File: src/verilog/lesr_pkg.sv
package lesr_pkg;

    // Register byte addresses
    localparam logic [7:0] LESR_LINK_ENH_OFS = 8'hf4;
    localparam logic [7:0] LESR_SUBSYS_OFS = 8'hf8;
    localparam logic [7:0] LESR_HCCTL_OFS = 8'h50;

    // Link enhancement field positions
    localparam int LESR_TS_MPEG_BIT = 10;
    localparam int LESR_TS_DV_BIT = 8;
    localparam int LESR_PRIO_BIT = 7;
    localparam int LESR_UNASSIGNED_BIT = 6;
    localparam int LESR_RSVD2_BIT = 2;
    localparam int LESR_ACCEL_BIT = 1;

    // Host controller control field positions
    localparam int LESR_PHY_ENH_BIT = 22;
    localparam int LESR_PHY_PROG_BIT = 23;

    // Stream format codes
    localparam logic [7:0] LESR_FMT_MPEG = 8'h20;
    localparam logic [7:0] LESR_FMT_DV = 8'h00;

    // Reset values
    localparam logic [31:0] LESR_SUBSYS_RST = 32'h0000_0000;
    localparam logic LESR_ENABLE_RST = 1'b0;

    // AXI response codes
    localparam logic [1:0] LESR_RESP_OKAY = 2'h0;
    localparam logic [1:0] LESR_RESP_SLVERR = 2'h2;

    // Function-level enables seen by the link datapaths
    typedef struct packed {
        logic transport_stream_stamp_on;
        logic video_stream_stamp_on;
        logic priority_request_on;
        logic accel_notify_on;
    } lesr_enables_t;

    // Subsystem identity pair
    typedef struct packed {
        logic [15:0] subsystem_device_alias;
        logic [15:0] subsystem_vendor_alias;
    } lesr_subsys_t;

endpackage

File: src/verilog/lesr_regs.sv
`timescale 1ns/10ps
// What this block does
// - Bit 10 set turns on the timestamp enhancement for transmit streams of format 20h.
// - Bit 8 set turns on the timestamp enhancement for transmit streams of format 00h.
// - Bit 7 set makes the link answer asynchronous requests with priority arbitration.
// - Bit 1 set tells the PHY that the link supports the acceleration enhancements.
// - The four enable bits come out of reset as zero.
// - Bits 11, 9, 5 to 3, 2 and 0 of the link enhancement word read as zero.
// - Bit 6 reads zero; its load from the enhancement preload goes to the PHY program gate.
// - Enable bits 10, 8, 7 and 1 are cleared only by the global reset; bit 2 has no storage.
// - A write to the subsystem word also loads the function's subsystem identity.
// - A read of the subsystem word returns the value last written.
// - Subsystem word holds device alias in 31:16 and vendor alias in 15:0, global reset only.
// - An enhancement acts only while the PHY enhancement gate is also set.
module lesr_regs
(
    input wire logic aclk,
    input wire logic aresetn,
    input wire logic global_reset_n,
    input wire logic clk_en,
    // AXI4-Lite slave
    input wire logic [7:0] s_axi_awaddr,
    input wire logic s_axi_awvalid,
    output logic s_axi_awready,
    input wire logic [31:0] s_axi_wdata,
    input wire logic [3:0] s_axi_wstrb,
    input wire logic s_axi_wvalid,
    output logic s_axi_wready,
    output logic [1:0] s_axi_bresp,
    output logic s_axi_bvalid,
    input wire logic s_axi_bready,
    input wire logic [7:0] s_axi_araddr,
    input wire logic s_axi_arvalid,
    output logic s_axi_arready,
    output logic [31:0] s_axi_rdata,
    output logic [1:0] s_axi_rresp,
    output logic s_axi_rvalid,
    input wire logic s_axi_rready,
    // Preload from the serial EEPROM
    input wire logic preload_valid,
    input wire logic [15:0] preload_enh,
    // Host controller control gates and stream format of the current packet
    input wire logic phy_enhancement_gate,
    input wire logic [7:0] tx_stream_fmt,
    // Block outputs
    output lesr_pkg::lesr_enables_t enables,
    output logic tx_stamp_enhance,
    output logic phy_program_gate_load,
    output logic phy_program_gate_load_valid,
    output lesr_pkg::lesr_subsys_t subsys_id,
    output logic subsys_id_load
);
    import lesr_pkg::*;

    // Bus state
    logic [7:0] aw_addr_r, aw_addr_nxt;
    logic aw_have_r, aw_have_nxt;
    logic [31:0] w_data_r, w_data_nxt;
    logic [3:0] w_strb_r, w_strb_nxt;
    logic w_have_r, w_have_nxt;
    logic bvalid_r, bvalid_nxt;
    logic [1:0] bresp_r, bresp_nxt;
    logic rvalid_r, rvalid_nxt;
    logic [1:0] rresp_r, rresp_nxt;
    logic [31:0] rdata_r, rdata_nxt;
    // Register state
    logic mpeg_r, mpeg_nxt;
    logic dv_r, dv_nxt;
    logic prio_r, prio_nxt;
    logic accel_r, accel_nxt;
    lesr_subsys_t subsys_r, subsys_nxt;
    logic subsys_load_r, subsys_load_nxt;
    logic prog_r, prog_nxt;
    logic prog_v_r, prog_v_nxt;
    logic stamp_r, stamp_nxt;
    logic do_write;

    // Byte-lane merge of a write into an old word
    function automatic logic [31:0] lesr_merge(input logic [31:0] old, input logic [31:0] wd,
                                               input logic [3:0] st);
        logic [31:0] res;
        res = old;
        for (int i = 0; i < 4; i++)
        begin
            if (st[i])
            begin
                res[i*8 +: 8] = wd[i*8 +: 8];
            end
        end
        return res;
    endfunction

    // Link enhancement word as read back
    function automatic logic [31:0] lesr_enh_word(input logic m, input logic d, input logic p,
                                                  input logic a);
        logic [31:0] res;
        // Bit 2 has no storage, so it reads zero with the others
        res = 32'h0000_0000;
        res[LESR_TS_MPEG_BIT] = m;
        res[LESR_TS_DV_BIT] = d;
        res[LESR_PRIO_BIT] = p;
        res[LESR_ACCEL_BIT] = a;
        return res;
    endfunction

    // A write applies once both halves are held and the last answer is gone
    assign do_write = aw_have_r && w_have_r && !bvalid_r;
    // Readies fall while frozen, so no address or data is lost
    assign s_axi_awready = !aw_have_r && clk_en;
    assign s_axi_wready = !w_have_r && clk_en;
    assign s_axi_arready = !rvalid_r && clk_en;

    // Write and read channel next state
    always_comb
    begin
        aw_addr_nxt = aw_addr_r;
        aw_have_nxt = aw_have_r;
        w_data_nxt = w_data_r;
        w_strb_nxt = w_strb_r;
        w_have_nxt = w_have_r;
        bvalid_nxt = bvalid_r;
        bresp_nxt = bresp_r;
        rvalid_nxt = rvalid_r;
        rresp_nxt = rresp_r;
        rdata_nxt = rdata_r;
        if (s_axi_awvalid && !aw_have_r)
        begin
            aw_addr_nxt = s_axi_awaddr;
            aw_have_nxt = 1'b1;
        end
        if (s_axi_wvalid && !w_have_r)
        begin
            w_data_nxt = s_axi_wdata;
            w_strb_nxt = s_axi_wstrb;
            w_have_nxt = 1'b1;
        end
        if (do_write)
        begin
            aw_have_nxt = 1'b0;
            w_have_nxt = 1'b0;
            bvalid_nxt = 1'b1;
            bresp_nxt = (aw_addr_r[7:2] == LESR_LINK_ENH_OFS[7:2] ||
                         aw_addr_r[7:2] == LESR_SUBSYS_OFS[7:2]) ? LESR_RESP_OKAY
                                                                 : LESR_RESP_SLVERR;
        end
        else if (bvalid_r && s_axi_bready)
        begin
            bvalid_nxt = 1'b0;
        end
        if (s_axi_arvalid && !rvalid_r)
        begin
            rvalid_nxt = 1'b1;
            rresp_nxt = LESR_RESP_OKAY;
            if (s_axi_araddr[7:2] == LESR_LINK_ENH_OFS[7:2])
            begin
                rdata_nxt = lesr_enh_word(mpeg_r, dv_r, prio_r, accel_r);
            end
            else if (s_axi_araddr[7:2] == LESR_SUBSYS_OFS[7:2])
            begin
                rdata_nxt = subsys_r;
            end
            else
            begin
                rdata_nxt = 32'h0000_0000;
                rresp_nxt = LESR_RESP_SLVERR;
            end
        end
        else if (rvalid_r && s_axi_rready)
        begin
            rvalid_nxt = 1'b0;
        end
    end

    // Bus state registers, bus reset
    always_ff @(posedge aclk)
    begin
        if (!aresetn)
        begin
            aw_addr_r <= 8'h00;
            aw_have_r <= 1'b0;
            w_data_r <= 32'h0000_0000;
            w_strb_r <= 4'h0;
            w_have_r <= 1'b0;
            bvalid_r <= 1'b0;
            bresp_r <= LESR_RESP_OKAY;
            rvalid_r <= 1'b0;
            rresp_r <= LESR_RESP_OKAY;
            rdata_r <= 32'h0000_0000;
        end
        else if (clk_en)
        begin
            aw_addr_r <= aw_addr_nxt;
            aw_have_r <= aw_have_nxt;
            w_data_r <= w_data_nxt;
            w_strb_r <= w_strb_nxt;
            w_have_r <= w_have_nxt;
            bvalid_r <= bvalid_nxt;
            bresp_r <= bresp_nxt;
            rvalid_r <= rvalid_nxt;
            rresp_r <= rresp_nxt;
            rdata_r <= rdata_nxt;
        end
    end

    // Register file next state
    always_comb
    begin
        logic [31:0] merged;
        merged = 32'h0000_0000;
        mpeg_nxt = mpeg_r;
        dv_nxt = dv_r;
        prio_nxt = prio_r;
        accel_nxt = accel_r;
        subsys_nxt = subsys_r;
        subsys_load_nxt = 1'b0;
        prog_nxt = prog_r;
        prog_v_nxt = 1'b0;
        // A bus write to either mapped word wins over a preload in the same cycle
        if (do_write && aw_addr_r[7:2] == LESR_LINK_ENH_OFS[7:2])
        begin
            merged = lesr_merge(lesr_enh_word(mpeg_r, dv_r, prio_r, accel_r), w_data_r, w_strb_r);
            // Only writable positions are taken
            mpeg_nxt = merged[LESR_TS_MPEG_BIT];
            dv_nxt = merged[LESR_TS_DV_BIT];
            prio_nxt = merged[LESR_PRIO_BIT];
            accel_nxt = merged[LESR_ACCEL_BIT];
        end
        else if (do_write && aw_addr_r[7:2] == LESR_SUBSYS_OFS[7:2])
        begin
            subsys_nxt = lesr_merge(subsys_r, w_data_r, w_strb_r);
            subsys_load_nxt = 1'b1;
        end
        else if (preload_valid)
        begin
            // EEPROM preload of enhancement bits
            mpeg_nxt = preload_enh[LESR_TS_MPEG_BIT];
            dv_nxt = preload_enh[LESR_TS_DV_BIT];
            prio_nxt = preload_enh[LESR_PRIO_BIT];
            accel_nxt = preload_enh[LESR_ACCEL_BIT];
            prog_nxt = preload_enh[LESR_UNASSIGNED_BIT];
            prog_v_nxt = 1'b1;
        end
    end

    // Stamp select by stream format, gated by the PHY enhancement gate
    // Other format codes leave the stamp off
    always_comb
    begin
        stamp_nxt = phy_enhancement_gate &&
                    ((mpeg_r && tx_stream_fmt == LESR_FMT_MPEG) ||
                     (dv_r && tx_stream_fmt == LESR_FMT_DV));
    end

    // Register file, global reset only
    // A bus reset leaves these contents alone
    always_ff @(posedge aclk)
    begin
        if (!global_reset_n)
        begin
            mpeg_r <= LESR_ENABLE_RST;
            dv_r <= LESR_ENABLE_RST;
            prio_r <= LESR_ENABLE_RST;
            accel_r <= LESR_ENABLE_RST;
            subsys_r <= LESR_SUBSYS_RST;
            subsys_load_r <= 1'b0;
            prog_r <= 1'b0;
            prog_v_r <= 1'b0;
            stamp_r <= 1'b0;
        end
        else if (clk_en)
        begin
            mpeg_r <= mpeg_nxt;
            dv_r <= dv_nxt;
            prio_r <= prio_nxt;
            accel_r <= accel_nxt;
            subsys_r <= subsys_nxt;
            subsys_load_r <= subsys_load_nxt;
            prog_r <= prog_nxt;
            prog_v_r <= prog_v_nxt;
            stamp_r <= stamp_nxt;
        end
    end

    // Outputs
    // A response taken while frozen is offered again; keep clk_en high then
    assign s_axi_bvalid = bvalid_r;
    assign s_axi_bresp = bresp_r;
    assign s_axi_rvalid = rvalid_r;
    assign s_axi_rresp = rresp_r;
    assign s_axi_rdata = rdata_r;
    assign enables = {mpeg_r, dv_r, prio_r, accel_r}
                     & {4{phy_enhancement_gate}};
    assign tx_stamp_enhance = stamp_r;
    assign phy_program_gate_load = prog_r;
    assign phy_program_gate_load_valid = prog_v_r;
    assign subsys_id = subsys_r;
    assign subsys_id_load = subsys_load_r;

endmodule // lesr_regs
File: config.mk
export PLATFORM = sky130hd
export DESIGN_NAME = lesr_regs
export DESIGN_NICKNAME = d
export VERILOG_FILES = /design/src/verilog/lesr_pkg.sv /design/src/verilog/lesr_regs.sv
export SDC_FILE = /design/constraint.sdc
export NUM_CORES = 1
export LEC_CHECK = 0
export ABC_CLOCK_PERIOD_IN_PS = 2670
export BUFFER_PORTS_ARGS = -buffer_cell sky130_fd_sc_hd__buf_2
export CAP_MARGIN = 10
export CORE_MARGIN = 4
export CORE_UTILIZATION = 40
export DETAILED_ROUTE_END_ITERATION = 10
export GPL_TIMING_DRIVEN = 0
export PLACE_DENSITY_LB_ADDON = 0.12
export SYNTH_ARGS = -nofsm -noshare
export SYNTH_HDL_FRONTEND = slang
export SYNTH_SLANG_ARGS = --single-unit
File: constraint.sdc
create_clock -name aclk -period 2.67 [get_ports aclk]
set_input_delay 0 -clock aclk [delete_from_list [all_inputs] [get_ports aclk]]
set_output_delay 0 -clock aclk [all_outputs]
set_load 0.03 [all_outputs]
# Word-level counts from Yosys, hierarchy flattened
# Index checks and enable logic that the tools add are counted.
[op_classes] n_eq_ne=8 muxes=32 bitwise=3 n_reduce_logical=42
[op_table] cell="2-to-1 mux 32 bit" n=2
[op_table] cell="AND reduction 4 bit" n=7
[op_table] cell="2-to-1 mux 1 bit" n=25
[op_table] cell="equality test 6 bit, second input constant" n=4
[op_table] cell="AND reduction 2 bit" n=8
[op_table] cell="logical AND 1 bit" n=15
[op_table] cell="nonzero test 2 bit" n=5
[op_table] cell="equality test 8 x 6 -> 1 bit, second input constant" n=1
[op_table] cell="zero test 8 bit" n=1
[op_table] cell="2-to-1 mux 8 bit" n=1
[op_table] cell="2-to-1 mux 2 bit" n=3
[op_table] cell="inequality test 2 bit, second input constant" n=3
[op_table] cell="AND 4 bit" n=1
[op_table] cell="zero test 1 bit" n=4
[op_table] cell="2-to-1 mux 3 bit" n=1
[op_table] cell="logical OR 1 bit" n=2
[op_table] cell="NOT 1 bit" n=2
[word_totals] regBits=124 in_bits=87 output_inout_bits=81

# Logic depth before layout (Yosys ltp)
# Gate-level depths: netlist (run 1).
[logic_depth] word_depth=5 mapped_depth=7

# Worst setup path after synthesis (run 1)
# Ideal clock, no wire load.
[synth_timing] path_kind="register -> register" start="register rvalid_r, in the netlist s_axi_rvalid" end="register rdata_r[26], in the netlist s_axi_rdata[26]" t_arrival_ns=1.553 required_ns=2.594 slack_ns=1.041 stages_incl_launch_ff=7 n_path_buf=2 period_less_slack_ns=1.629 cell_sequence="dfxtp_1 -> and2b_1 -> and2_1 -> clkbuf_1 -> buf_2 -> nand3_1 -> a21boi_0"
[synth_via] elab_chain_cells=3
[synth_rtl] item="start, declared" line_no="lesr_regs.sv:63" rtl="logic rvalid_r, rvalid_nxt;"
[synth_rtl] item="start signal, assigned" line_no="lesr_regs.sv:199" rtl="rvalid_r <= rvalid_nxt;"
[synth_rtl] item="zero test 1 bit" line_no="lesr_regs.sv:150" rtl="if (s_axi_arvalid && !rvalid_r)"
[synth_rtl] item="logical AND 1 bit" line_no="lesr_regs.sv:150"
[synth_rtl] item="AND reduction 2 bit (no line)"
[synth_rtl] item="end signal, assigned" line_no="lesr_regs.sv:201" rtl="rdata_r <= rdata_nxt;"
[synth_rtl] item="end, declared" line_no="lesr_regs.sv:65" rtl="logic [31:0] rdata_r, rdata_nxt;"
# No other way between the ends.
# A chain may end at the register's enable or synchronous reset.

# Worst setup path in the final report (run 1)
[layout_timing] start="input tx_stream_fmt[2]" end="register stamp_r, in the netlist tx_stamp_enhance"
[layout_via] elab_chain_cells=4
[layout_rtl] item="start, declared" line_no="lesr_regs.sv:44" rtl="input wire logic [7:0] tx_stream_fmt,"
[layout_rtl] item="equality test 8 x 6 -> 1 bit / zero test 8 bit (equally long branches)" line_no="lesr_regs.sv:250, lesr_regs.sv:251"
[layout_rtl] item="logical AND 1 bit (on tied branches)" line_no="lesr_regs.sv:250, lesr_regs.sv:251"
[layout_rtl] item="logical OR 1 bit (*)" line_no="lesr_regs.sv:250" rtl="((mpeg_r && tx_stream_fmt == LESR_FMT_MPEG) ||"
[layout_rtl] item="logical AND 1 bit (*)" line_no="lesr_regs.sv:249" rtl="stamp_nxt = phy_enhancement_gate &&"
[layout_rtl] item="end signal, assigned" line_no="lesr_regs.sv:280" rtl="stamp_r <= stamp_nxt;"
[layout_rtl] item="end, declared" line_no="lesr_regs.sv:75" rtl="logic stamp_r, stamp_nxt;"
# Mark *: on every way between the ends. The rest lies on a longest branch, timed or not.

==> results.sh, run 1 <==
export IMPL_status="complete, no violations"
export IMPL_yosys_register_bits=120
export IMPL_cts_tree="yes"
export IMPL_cp_start_kind="primary input"
export IMPL_regToRegSetupSlack_ns=0.96
export IMPL_clk_latency_ns=0.41
export IMPL_numCtsBuffers=17
export IMPL_syn2layout_area_growth_pct=44.1
export IMPL_slew_headroom=0.462
export IMPL_yosysWarningCount=0
export IMPL_grt_max_degree=17
export IMPL_syn_avg_cell_area_sq_um=9.22
export IMPL_synth_most_common_cell="dfxtp_1"
export IMPL_fp_dieH_um=118
export IMPL_wl_per_cell_um=15.8
export IMPL_setup_ws_ns=0.688
export IMPL_synth_ff_type="dfxtp_1"
export IMPL_clock_skew_ns=0.00980
export IMPL_cts_buffer_depth=2
export IMPL_synthDistinctLibCells=39
export IMPL_first_global_vias=4518
export IMPL_fin_nets=839
export IMPL_cts_root_buf="clkbuf_16"
export IMPL_ys_async_sr_fraction=0
export IMPL_grt_usage=0.209
export IMPL_ir_drop_uv=331
export IMPL_finalSetupViolations=0
export IMPL_die_x_um=118
export IMPL_fp_dieArea_sq_um=14000
export IMPL_numClockSinks=120
export IMPL_netlist_instances=526
export IMPL_postCtsSetupBuffers=0
export IMPL_drive_gt1_frac=0.261
export IMPL_finalSetupTns_ns=0
export IMPL_dp_hpwl_mm=10.2
export IMPL_antenna_found_initial=0
export IMPL_pwr_density_cell_nw_per_um2=663
export IMPL_cp_top_family="buffers and inverters"
export IMPL_synth_largest_area_cell="dfxtp_1"
export IMPL_ys_top_cells_by_count="dfxtp_1 (120), nand2_1 (116), a21boi_0 (69)"
export IMPL_slew_viol_final=0
export IMPL_crit_fanout=1
export IMPL_hold_viol_final=0
export IMPL_crit_chain="dlygate4sd3_1 -> buf_2 -> nor4_1 -> dlygate4sd3_1 -> nand4_1 -> dlygate4sd3_1 -> a21boi_0"
export IMPL_synth_area_leaders="dfxtp_1 (50%), a21boi_0 (11%), nand2_1 (9.0%)"
export IMPL_firstDrtPassIters=4
export IMPL_drt_iter0_drc=225
export IMPL_endpoint_kind="flip-flop"
export IMPL_io_pins=168
export IMPL_grt_pass1_wl_mm=23.2
export IMPL_syn_area_sq_um=4850
export IMPL_ant_nets=0
export IMPL_post_route_min_period_ns=1.98
export IMPL_dp_slack_ns=0.996
export IMPL_synth_edf_count=0
export IMPL_num_vias=4464
export IMPL_ys_seq_area_frac=0.495
export IMPL_grt_overflow=0
export IMPL_fin_crit_sh=0.742
export IMPL_rsz0062_at_grt="false"
export IMPL_h_tree_depth=4
export IMPL_cp_data_required_time_ns=3.00
export IMPL_synth_top_area_frac=0.495
export IMPL_crit_path_frequent_cell="dlygate4sd3_1"
export IMPL_cap_violations=0
export IMPL_io_buffer_count=146
export IMPL_drt_wl_total_mm=14.3
export IMPL_p_leak_nw=3.15
export IMPL_critical_path_buf_inv_count=4
export IMPL_routed_via_density=4.92
export IMPL_diodes=0
export IMPL_start_util=0.416
export IMPL_crit_type="primary input to flip-flop"
export IMPL_rows=39
export IMPL_place_congestion=0.793
export IMPL_arrival_ns=2.31
export IMPL_drc=0
export IMPL_hold_class="primary input to flip-flop"
export IMPL_cp_slowest_stage_delay_ns=0.60
export IMPL_cp_slowest_cell="dlygate4sd3_1"
export IMPL_cts_clk_slew_worst_paths_ns=0.06
export IMPL_coreArea_sq_um=11700
export IMPL_clock_fmax_mhz=504
export IMPL_worst_slew_pin_slew_ns=0.804
-- report_power, final --
part           internal [mW]  switching [mW]
clock network           1.59           0.810
logic                  0.176           0.191
registers               1.84          0.0332
total                   3.60            1.03
-- worst register-to-register path, delay by kind of cell (launching register included) --
family | cells | cell delay, ns
AND/OR/NAND/NOR | 2 | 0.90
AO/OA/AOI/OAI | 2 | 0.34
flip-flops | 1 | 0.35
-- cells by family (layout without fill, tap and decap cells) --
| family | count (synthesis) | after routing | synth area share |
|---|---|---|---|
| AO/OA/AOI/OAI | 93 | 93 | 0.144 |
| buffers and inverters | 39 | 277 | 0.0359 |
| AND/OR/NAND/NOR | 238 | 238 | 0.252 |
| multiplexers | 34 | 34 | 0.0704 |
| XOR/XNOR | 1 | 1 | 0.00181 |
| flip-flops | 120 | 120 | 0.495 |
| other | 1 | 2 | 0.000773 |
-- stage by stage --
| step | instances | power, mW | instance area (sq um) | util | hold slack, ns |
|---|---|---|---|---|---|
| 2_1_floorplan | 527 | 2.08 | 4850 | - | 0.145 |
| 3_3_place_gp | 816 | 2.20 | 5760 | 0.494 | 0.253 |
| 3_5_place_dp | 816 | 2.21 | 5760 | 0.494 | 0.259 |
| 4_1_cts | 908 | 4.66 | 6990 | 0.599 | 0.00113 |
| 5_1_grt | 908 | 4.79 | 6990 | 0.599 | 0.0312 |
| 6_report | 908 | 4.63 | 6990 | 0.599 | 0.0107 |
-- per-layer routing --
layer  GRT usage  vias up  share of wire
met5           0        -              0
met4      0.0784        0          0.022
met3      0.0577       28          0.051
met2       0.344      132           0.47
met1       0.262     2064           0.46
li1            -     2240              -
-- placed cells by master, fill, tap and decap left out, types with 17 or more instances in the layout --
cell           Yosys  final
buf_2             11    157
dfxtp_1          120    120
nand2_1          116    116
a21boi_0          69     69
dlygate4sd3_1      0     60
nand3_1           39     39
nor2b_1           38     38
mux2i_1           33     33
clkbuf_1          23     26
clkbuf_16          0     17
-- registers in the layout, indices dropped and copies added (netlist names), 4 cells and up --
name / count
aw_addr_r: 6
w_data_r: 32
w_strb_r: 4
subsys_id: 32
s_axi_rdata: 32
-- path summary, 6_finish.rpt --
kind / from / end / cells after the start
min: aresetn / w_data_r[26] / 2
max reg2reg: aw_addr_r[4] / dv_r / 4
max: tx_stream_fmt[2] / tx_stamp_enhance / 7
min reg2reg: s_axi_rdata[18] / s_axi_rdata[18] / 2
-- repair_timing --
action                                 in CTS  in global routing
resized for setup                           0                  0
setup endpoints to repair                   0                  0
endpoints found under the hold margin      61                  0
hold buffers                               60                  0
-- final cells by class --
cell class                      count  area (sq um)
Buffer                             39           174
Clock buffer                       21           450
Clock inverter                     11           173
Fill cell                        1051          4670
Multi-Input combinational cell    368          2280
Sequential cell                   120          2400
Tap cell                          143           179
Timing Repair Buffer              206          1330
Power figures use the tool's default switching activity.
==> run 2, diff against run 1 <==
--- a/config.mk
+++ b/config.mk
@@ -5,7 +5,8 @@
 export SDC_FILE = /design/constraint.sdc
 export NUM_CORES = 1
 export LEC_CHECK = 0
-export ABC_CLOCK_PERIOD_IN_PS = 2670
+export ABC_AREA = 1
+export ABC_CLOCK_PERIOD_IN_PS = 1800
 export BUFFER_PORTS_ARGS = -buffer_cell sky130_fd_sc_hd__buf_2
 export CAP_MARGIN = 10
 export CORE_MARGIN = 4
==> constraint.sdc (replaced) <==
create_clock -name aclk -period 1.8 [get_ports aclk]
set_input_delay 0 -clock aclk [delete_from_list [all_inputs] [get_ports aclk]]
set_output_delay 0 -clock aclk [all_outputs]
set_load 0.03 [all_outputs]
==> run 2 against run 1 <==
Synthesized cell count up 17%; final cell count up 9.3%; critical path depth unchanged; sequential share of layout area up 1.2 points; cell area down 3.4%; global-route usage up 1.3 points; sequential cell count unchanged; clock power up 35%; clock skew down 0.0040 ns; hold slack about the same; critical endpoint is now s_axi_bvalid; largest cell class unchanged.
==> results.sh, run 2 <==
export IMPL_power_share_clock=0.492
export IMPL_synth_most_common_cell="dfxtp_1"
export IMPL_cts_buffer_depth=2
export IMPL_rows=39
export IMPL_cts_tree="yes"
export IMPL_rsz0062_at_grt="false"
export IMPL_ys_top_cells_by_count="dfxtp_1 (120), nand2_1 (118), nor2_1 (87)"
export IMPL_cts_clk_slew_worst_paths_ns=0.05
export IMPL_h_tree_depth=4
export IMPL_cp_top_family="buffers and inverters"
export IMPL_syn_avg_cell_area_sq_um=7.65
export IMPL_diodes=0
export IMPL_regToRegSetupSlack_ns=0.21
export IMPL_postCtsSetupBuffers=0
export IMPL_cp_slowest_cell="dlygate4sd3_1"
export IMPL_hold_depth=3
export IMPL_p_leak_nw=3.06
export IMPL_synthDistinctLibCells=28
export IMPL_cp_data_required_time_ns=2.09
export IMPL_r2r_cells=4
export IMPL_p_int_mw=5.07
export IMPL_endpoint_kind="flip-flop"
export IMPL_stdcell_count=992
export IMPL_hold_class="primary input to flip-flop"
export IMPL_fill_cells=1072
export IMPL_cap_violations=0
export IMPL_hp_start="global_reset_n"
export IMPL_mostFrequentLayoutCells="buf_2 (157), dfxtp_1 (120), nand2_1 (118), nor2_1 (87), a21oi_1 (80)"
export IMPL_drt_wl_total_mm=14.5
export IMPL_drt_iter0_drc=250
export IMPL_finalSetupViolations=0
export IMPL_netlist_instances=613
export IMPL_synth_largest_area_cell="dfxtp_1"
export IMPL_slew_viol_final=0
export IMPL_grt_overflow=0
export IMPL_numCtsBuffers=17
export IMPL_path_depth=7
export IMPL_status="complete, no violations"
export IMPL_setup_ws_ns=0.0817
export IMPL_yosys_register_bits=120
export IMPL_synth_area_leaders="dfxtp_1 (51%), nand2_1 (9.4%), a21oi_1 (8.5%)"
export IMPL_synth_top_area_frac=0.512
export IMPL_fin_nets=923
export IMPL_numClockSinks=120
export IMPL_cp_slowest_stage_delay_ns=0.58
export IMPL_reg2reg_to="aw_addr_r[6]"
export IMPL_start_util=0.409
export IMPL_p_sw_frac=0.231
export IMPL_syn2layout_area_growth_pct=43.9
export IMPL_wl_per_cell_um=14.6
export IMPL_place_congestion=0.823
export IMPL_firstDrtPassIters=6
export IMPL_slew_headroom=0.540
export IMPL_fp_dieH_um=116
export IMPL_crit_type="primary input to flip-flop"
export IMPL_stdcell_area_sq_um=6750
export IMPL_io_pins=168
export IMPL_p_switching_mw=1.53
export IMPL_clock_skew_ns=0.00575
export IMPL_ant_nets=0
export IMPL_timing_rr_start="aw_have_r"
export IMPL_post_route_min_period_ns=1.72
export IMPL_final_common_cell="buf_2"
export IMPL_cp_start_kind="primary input"
export IMPL_clk_latency_ns=0.41
export IMPL_coreArea_sq_um=11500
export IMPL_yosysWarningCount=0
export IMPL_placed_cell_area_sq_um=5610
export IMPL_drc=0
export IMPL_dp_hpwl_mm=10.5
export IMPL_p_comb_frac=0.088
export IMPL_arrival_ns=2.01
export IMPL_cts_resized=0
export IMPL_ir_drop_uv=591
export IMPL_die_x_um=116
export IMPL_crit_path_frequent_cell="dlygate4sd3_1"
export IMPL_num_vias=4890
export IMPL_grt_pass1_wl_mm=23.2
export IMPL_pwr_density_cell_nw_per_um2=978
export IMPL_routed_via_density=4.93
export IMPL_fin_crit_sh=0.955
export IMPL_hold_end="phy_program_gate_load_valid"
export IMPL_antenna_found_initial=0
export IMPL_cts_root_buf="clkbuf_16"
export IMPL_crit_chain="dlygate4sd3_1 -> buf_4 -> nand2_1 -> dlygate4sd3_1 -> nand2_1 -> a21oi_1 -> dlygate4sd3_1"
export IMPL_grt_max_degree=17
export IMPL_first_global_vias=4759
export IMPL_synth_ff_type="dfxtp_1"
export IMPL_crit_fanout=9
export IMPL_clock_fmax_mhz=582
export IMPL_grt_usage=0.222
export IMPL_syn_area_sq_um=4690
export IMPL_dp_cells=904
export IMPL_finalSetupTns_ns=0
export IMPL_worst_slew_pin_slew_ns=0.685
export IMPL_hold_viol_final=0
export IMPL_dp_slack_ns=0.289
export IMPL_fp_dieArea_sq_um=13500
export IMPL_io_buffer_count=147
export IMPL_ys_seq_area_frac=0.512
export IMPL_ys_async_sr_fraction=0
export IMPL_critical_path_buf_inv_count=4
export IMPL_p_total_mw=6.60
export IMPL_synth_edf_count=0
export IMPL_drive_gt1_frac=0.254
export IMPL_seq_power_share=0.420
run 2: cell types whose count changed in the layout (fill, tap and decap cells not counted), moves of 20 or more:
cell,previous run,this run
nor2_1,6,87
a21oi_1,3,80
a21boi_0,69,0
nand3_1,39,79
o21ai_0,0,39
nor2b_1,38,0
mux2i_1,33,0
inv_1,0,20
run 2: area by class of cell:
type                            instances  area [sq um]  share of cell area
Timing Repair Buffer                  203          1300               0.192
Clock inverter                          8          67.6              0.0100
Tap cell                              143           179              0.0265
Sequential cell                       120          2400               0.356
Buffer                                 35           174              0.0258
Inverter                               27           108              0.0159
Multi-Input combinational cell        432          2010               0.298
Clock buffer                           24           512              0.0758
run 2: how the worst max path moves through the flow:
stage / start / to
finish: clk_en / s_axi_bvalid
global route: clk_en / s_axi_bvalid
CTS: clk_en / s_axi_bvalid
detailed placement: s_axi_rvalid / s_axi_rresp[1]
global placement: s_axi_rvalid / s_axi_rresp[1]
floorplan: aw_have_r / aw_addr_r[2]
run 2: cells by family after synthesis:
logic type      share of synthesized area
compound gates                      0.134
buf+inv                            0.0600
flops                               0.512
mux                               0.00240
other cells                      0.000799
simple gates                        0.290
run 2: per-layer routing:
layer | routed length, um | up-vias | part of all wire | GRT usage
li1 | - | 2476 | - | -
met1 | 6370 | 2259 | 0.44 | 0.280
met2 | 6980 | 139 | 0.48 | 0.367
met3 | 981 | 16 | 0.068 | 0.0596
met4 | 187 | 0 | 0.013 | 0.0758
met5 | 0 | - | 0 | 0
run 2: power groups by stage:
stage	combinational (mW)	clock, mW	sequential, mW
finish	0.582	3.25	2.77
global route	0.643	3.43	2.78
CTS	0.581	3.30	2.77
detailed placement	0.490	0	2.82
global placement	0.481	0	2.82
floorplan	0.273	0	2.84
run 2: worst reg2reg max path, cell delays in order, from the launching register on:
cell	delay (ns)
dfxtp_1	0.33
nor2_1	0.34
nand3_1	0.12
dlygate4sd3_1	0.59
a21oi_1	0.14
run 2: metrics by stage:
stage,util,hold slack [ns]
CTS,0.589,0.0112
floorplan,-,0.162
finish,0.589,0.0109
global placement,0.489,0.274
global route,0.589,0.0255
detailed placement,0.489,0.278
run 2: timing repair:
| action | in CTS | in global routing |
|---|---|---|
| endpoints found under the setup margin | 0 | 0 |
| endpoints found under the hold margin | 52 | 0 |
| hold buffers | 56 | 0 |
==> run 3, diff against run 2 <==
--- a/config.mk
+++ b/config.mk
@@ -9,7 +9,6 @@
 export ABC_CLOCK_PERIOD_IN_PS = 1800
 export BUFFER_PORTS_ARGS = -buffer_cell sky130_fd_sc_hd__buf_2
 export CAP_MARGIN = 10
-export CORE_MARGIN = 4
 export CORE_UTILIZATION = 40
 export DETAILED_ROUTE_END_ITERATION = 10
 export GPL_TIMING_DRIVEN = 0
==> constraint.sdc (replaced) <==
create_clock -name aclk -period 1.8 [get_ports aclk]
set_input_delay 0.09 -clock aclk [delete_from_list [all_inputs] [get_ports aclk]]
set_output_delay 0.09 -clock aclk [all_outputs]
set_load 0.03 [all_outputs]
==> run 3 against run 2 <==
Largest power group unchanged; critical path type is now primary input to primary output; highest routed layer unchanged; worst setup slack better by 0.010 ns; global-route usage increased by 1.7 points; critical path depth unchanged; sequential share of layout area up 0.16 points; first-iteration DRC count fell by 4.0%; the flow now finishes with violations (design-rule violations); largest cell class unchanged.
==> results.sh, run 3 (synthesized netlist as in run 2, its figures left out) <==
export IMPL_drt_met1_wl_mm=6.14
export IMPL_clk_latency_ns=0.41
export IMPL_grt_overflow=0
export IMPL_fin_nets=913
export IMPL_post_route_min_period_ns=1.71
export IMPL_grt_usage=0.239
export IMPL_coreArea_sq_um=11400
export IMPL_stdcell_count=982
export IMPL_finalSetupViolations=0
export IMPL_drt_wl_total_mm=13.9
export IMPL_status="finished with violations"
export IMPL_cts_buffer_depth=2
export IMPL_crit_path_frequent_cell="buf_4"
export IMPL_crit_type="primary input to primary output"
export IMPL_cts_resized=0
export IMPL_dp_hpwl_mm=10.0
export IMPL_fp_dieH_um=110
export IMPL_first_global_vias=4571
export IMPL_grt_max_degree=17
export IMPL_antenna_found_initial=0
export IMPL_cp_slowest_cell="dlygate4sd3_1"
export IMPL_firstDrtPassIters=8
export IMPL_place_congestion=0.862
export IMPL_syn2layout_area_growth_pct=43.2
export IMPL_rows=39
export IMPL_cp_data_required_time_ns=1.71
export IMPL_maxUsedRoutingLayer="met4"
export IMPL_crit_chain="dlygate4sd3_1 -> buf_4 -> inv_2 -> nor2_1 -> buf_4 -> buf_4 -> buf_2"
export IMPL_final_common_cell="buf_2"
export IMPL_timing_rr_start="aw_have_r"
export IMPL_dp_cells=904
export IMPL_cp_start_kind="primary input"
export IMPL_drt_iter0_drc=240
export IMPL_pwr_density_cell_nw_per_um2=1050
export IMPL_mostFrequentLayoutCells="buf_2 (157), dfxtp_1 (120), nand2_1 (118), nor2_1 (87), a21oi_1 (80)"
export IMPL_slew_headroom=0.507
export IMPL_cts_clk_slew_worst_paths_ns=0.06
export IMPL_io_buffer_count=147
export IMPL_cp_top_family="buffers and inverters"
export IMPL_dp_slack_ns=0.258
export IMPL_critical_path_buf_inv_count=6
export IMPL_placed_cell_area_sq_um=5610
export IMPL_crit_start="clk_en"
export IMPL_cts_root_buf="clkbuf_16"
export IMPL_worst_slew_pin_slew_ns=0.734
export IMPL_endpoint_kind="primary output"
export IMPL_drc=2
export IMPL_p_leak_nw=3.05
export IMPL_wl_met3_um=891
export IMPL_wl_met2_mm=6.72
export IMPL_wl_per_cell_um=14.2
export IMPL_slew_viol_final=0
export IMPL_clock_skew_ns=0.0119
export IMPL_routed_via_density=4.95
export IMPL_fin_crit_sh=0.949
export IMPL_cap_violations=0
export IMPL_hold_viol_final=0
export IMPL_setup_ws_ns=0.0921
export IMPL_die_x_um=110
export IMPL_rsz0062_at_grt="false"
export IMPL_drive_gt1_frac=0.257
export IMPL_numCtsBuffers=17
export IMPL_ant_nets=0
export IMPL_violations="design-rule violations"
export IMPL_ir_drop_uv=607
export IMPL_hp_start="s_axi_awvalid"
export IMPL_num_vias=4862
export IMPL_hold_class="primary input to flip-flop"
export IMPL_grt_pass1_wl_mm=21.9
export IMPL_crit_fanout=10
export IMPL_io_pins=168
export IMPL_fill_cells=1114
export IMPL_finalSetupTns_ns=0
export IMPL_diodes=0
export IMPL_clock_fmax_mhz=586
export IMPL_start_util=0.411
export IMPL_cp_slowest_stage_delay_ns=0.52
export IMPL_arrival_ns=1.62
export IMPL_numClockSinks=120
export IMPL_h_tree_depth=4
export IMPL_cts_tree="yes"
export IMPL_stdcell_area_sq_um=6720
export IMPL_fp_dieArea_sq_um=12200
## run 3: cell count changes in the layout (fill, tap and decap cells not counted)
cell / change
clkinv_2: -4
inv_6: +3
clkbuf_8: -6
clkinv_4: +3
dlygate4sd3_1: -10
bufinv_16: +4
## run 3: worst register-to-register path: cells and delay by family, from the launching register on
| kind | cells | cell delay [ns] |
|---|---|---|
| simple gates | 6 | 0.85 |
| flops | 1 | 0.35 |
| compound gates | 1 | 0.22 |
## run 3: per-layer routing
metal  track usage  up-vias
met5             0        -
met4        0.0855        0
met3        0.0641       15
met2         0.400      147
met1         0.295     2245
li1              -     2455
## run 3: path summary, 6_finish.rpt
kind / end / slack, ns / depth (start not counted)
worst max-delay path: s_axi_wready / 0.09 / 7
worst min-delay path: aw_addr_r[6] / 0.01 / 3
worst max register to register: subsys_id[9] / 0.27 / 7
worst min register to register: w_data_r[3] / 0.46 / 2
## run 3: power breakdown
group          leakage (nW)  total [mW]  internal, mW  switching, mW
Sequential            0.974        2.77          2.72         0.0430
Combinational          1.76       0.564         0.235          0.329
Clock                 0.315        3.73          2.47           1.26
Total                  3.05        7.07          5.43           1.64
## run 3: cell type report
| class | count | area (sq um) | area share |
|---|---|---|---|
| inverters | 27 | 108 | 0.0160 |
| clock buffers | 18 | 429 | 0.0639 |
| repair buffers | 193 | 1200 | 0.178 |
| multi-input cells | 432 | 2010 | 0.299 |
| clock inverters | 14 | 220 | 0.0328 |
| plain buffers | 35 | 174 | 0.0259 |
| well taps | 143 | 179 | 0.0266 |
| flip-flops and latches | 120 | 2400 | 0.357 |
## run 3: stage by stage
step / power [mW] / hold slack [ns] / utilization
5_1_grt: 7.30 / 0.0151 / 0.589
2_1_floorplan: 3.11 / 0.254 / -
6_report: 7.07 / 0.0113 / 0.589
4_1_cts: 7.11 / 0.00133 / 0.589
3_5_place_dp: 3.31 / 0.369 / 0.491
3_3_place_gp: 3.30 / 0.365 / 0.491
## run 3: timing repair
action / in CTS / in global routing
setup endpoints to repair: 0 / 0
hold buffers: 46 / 0
endpoints found under the hold margin: 46 / 0
buffers inserted: 0 / 0
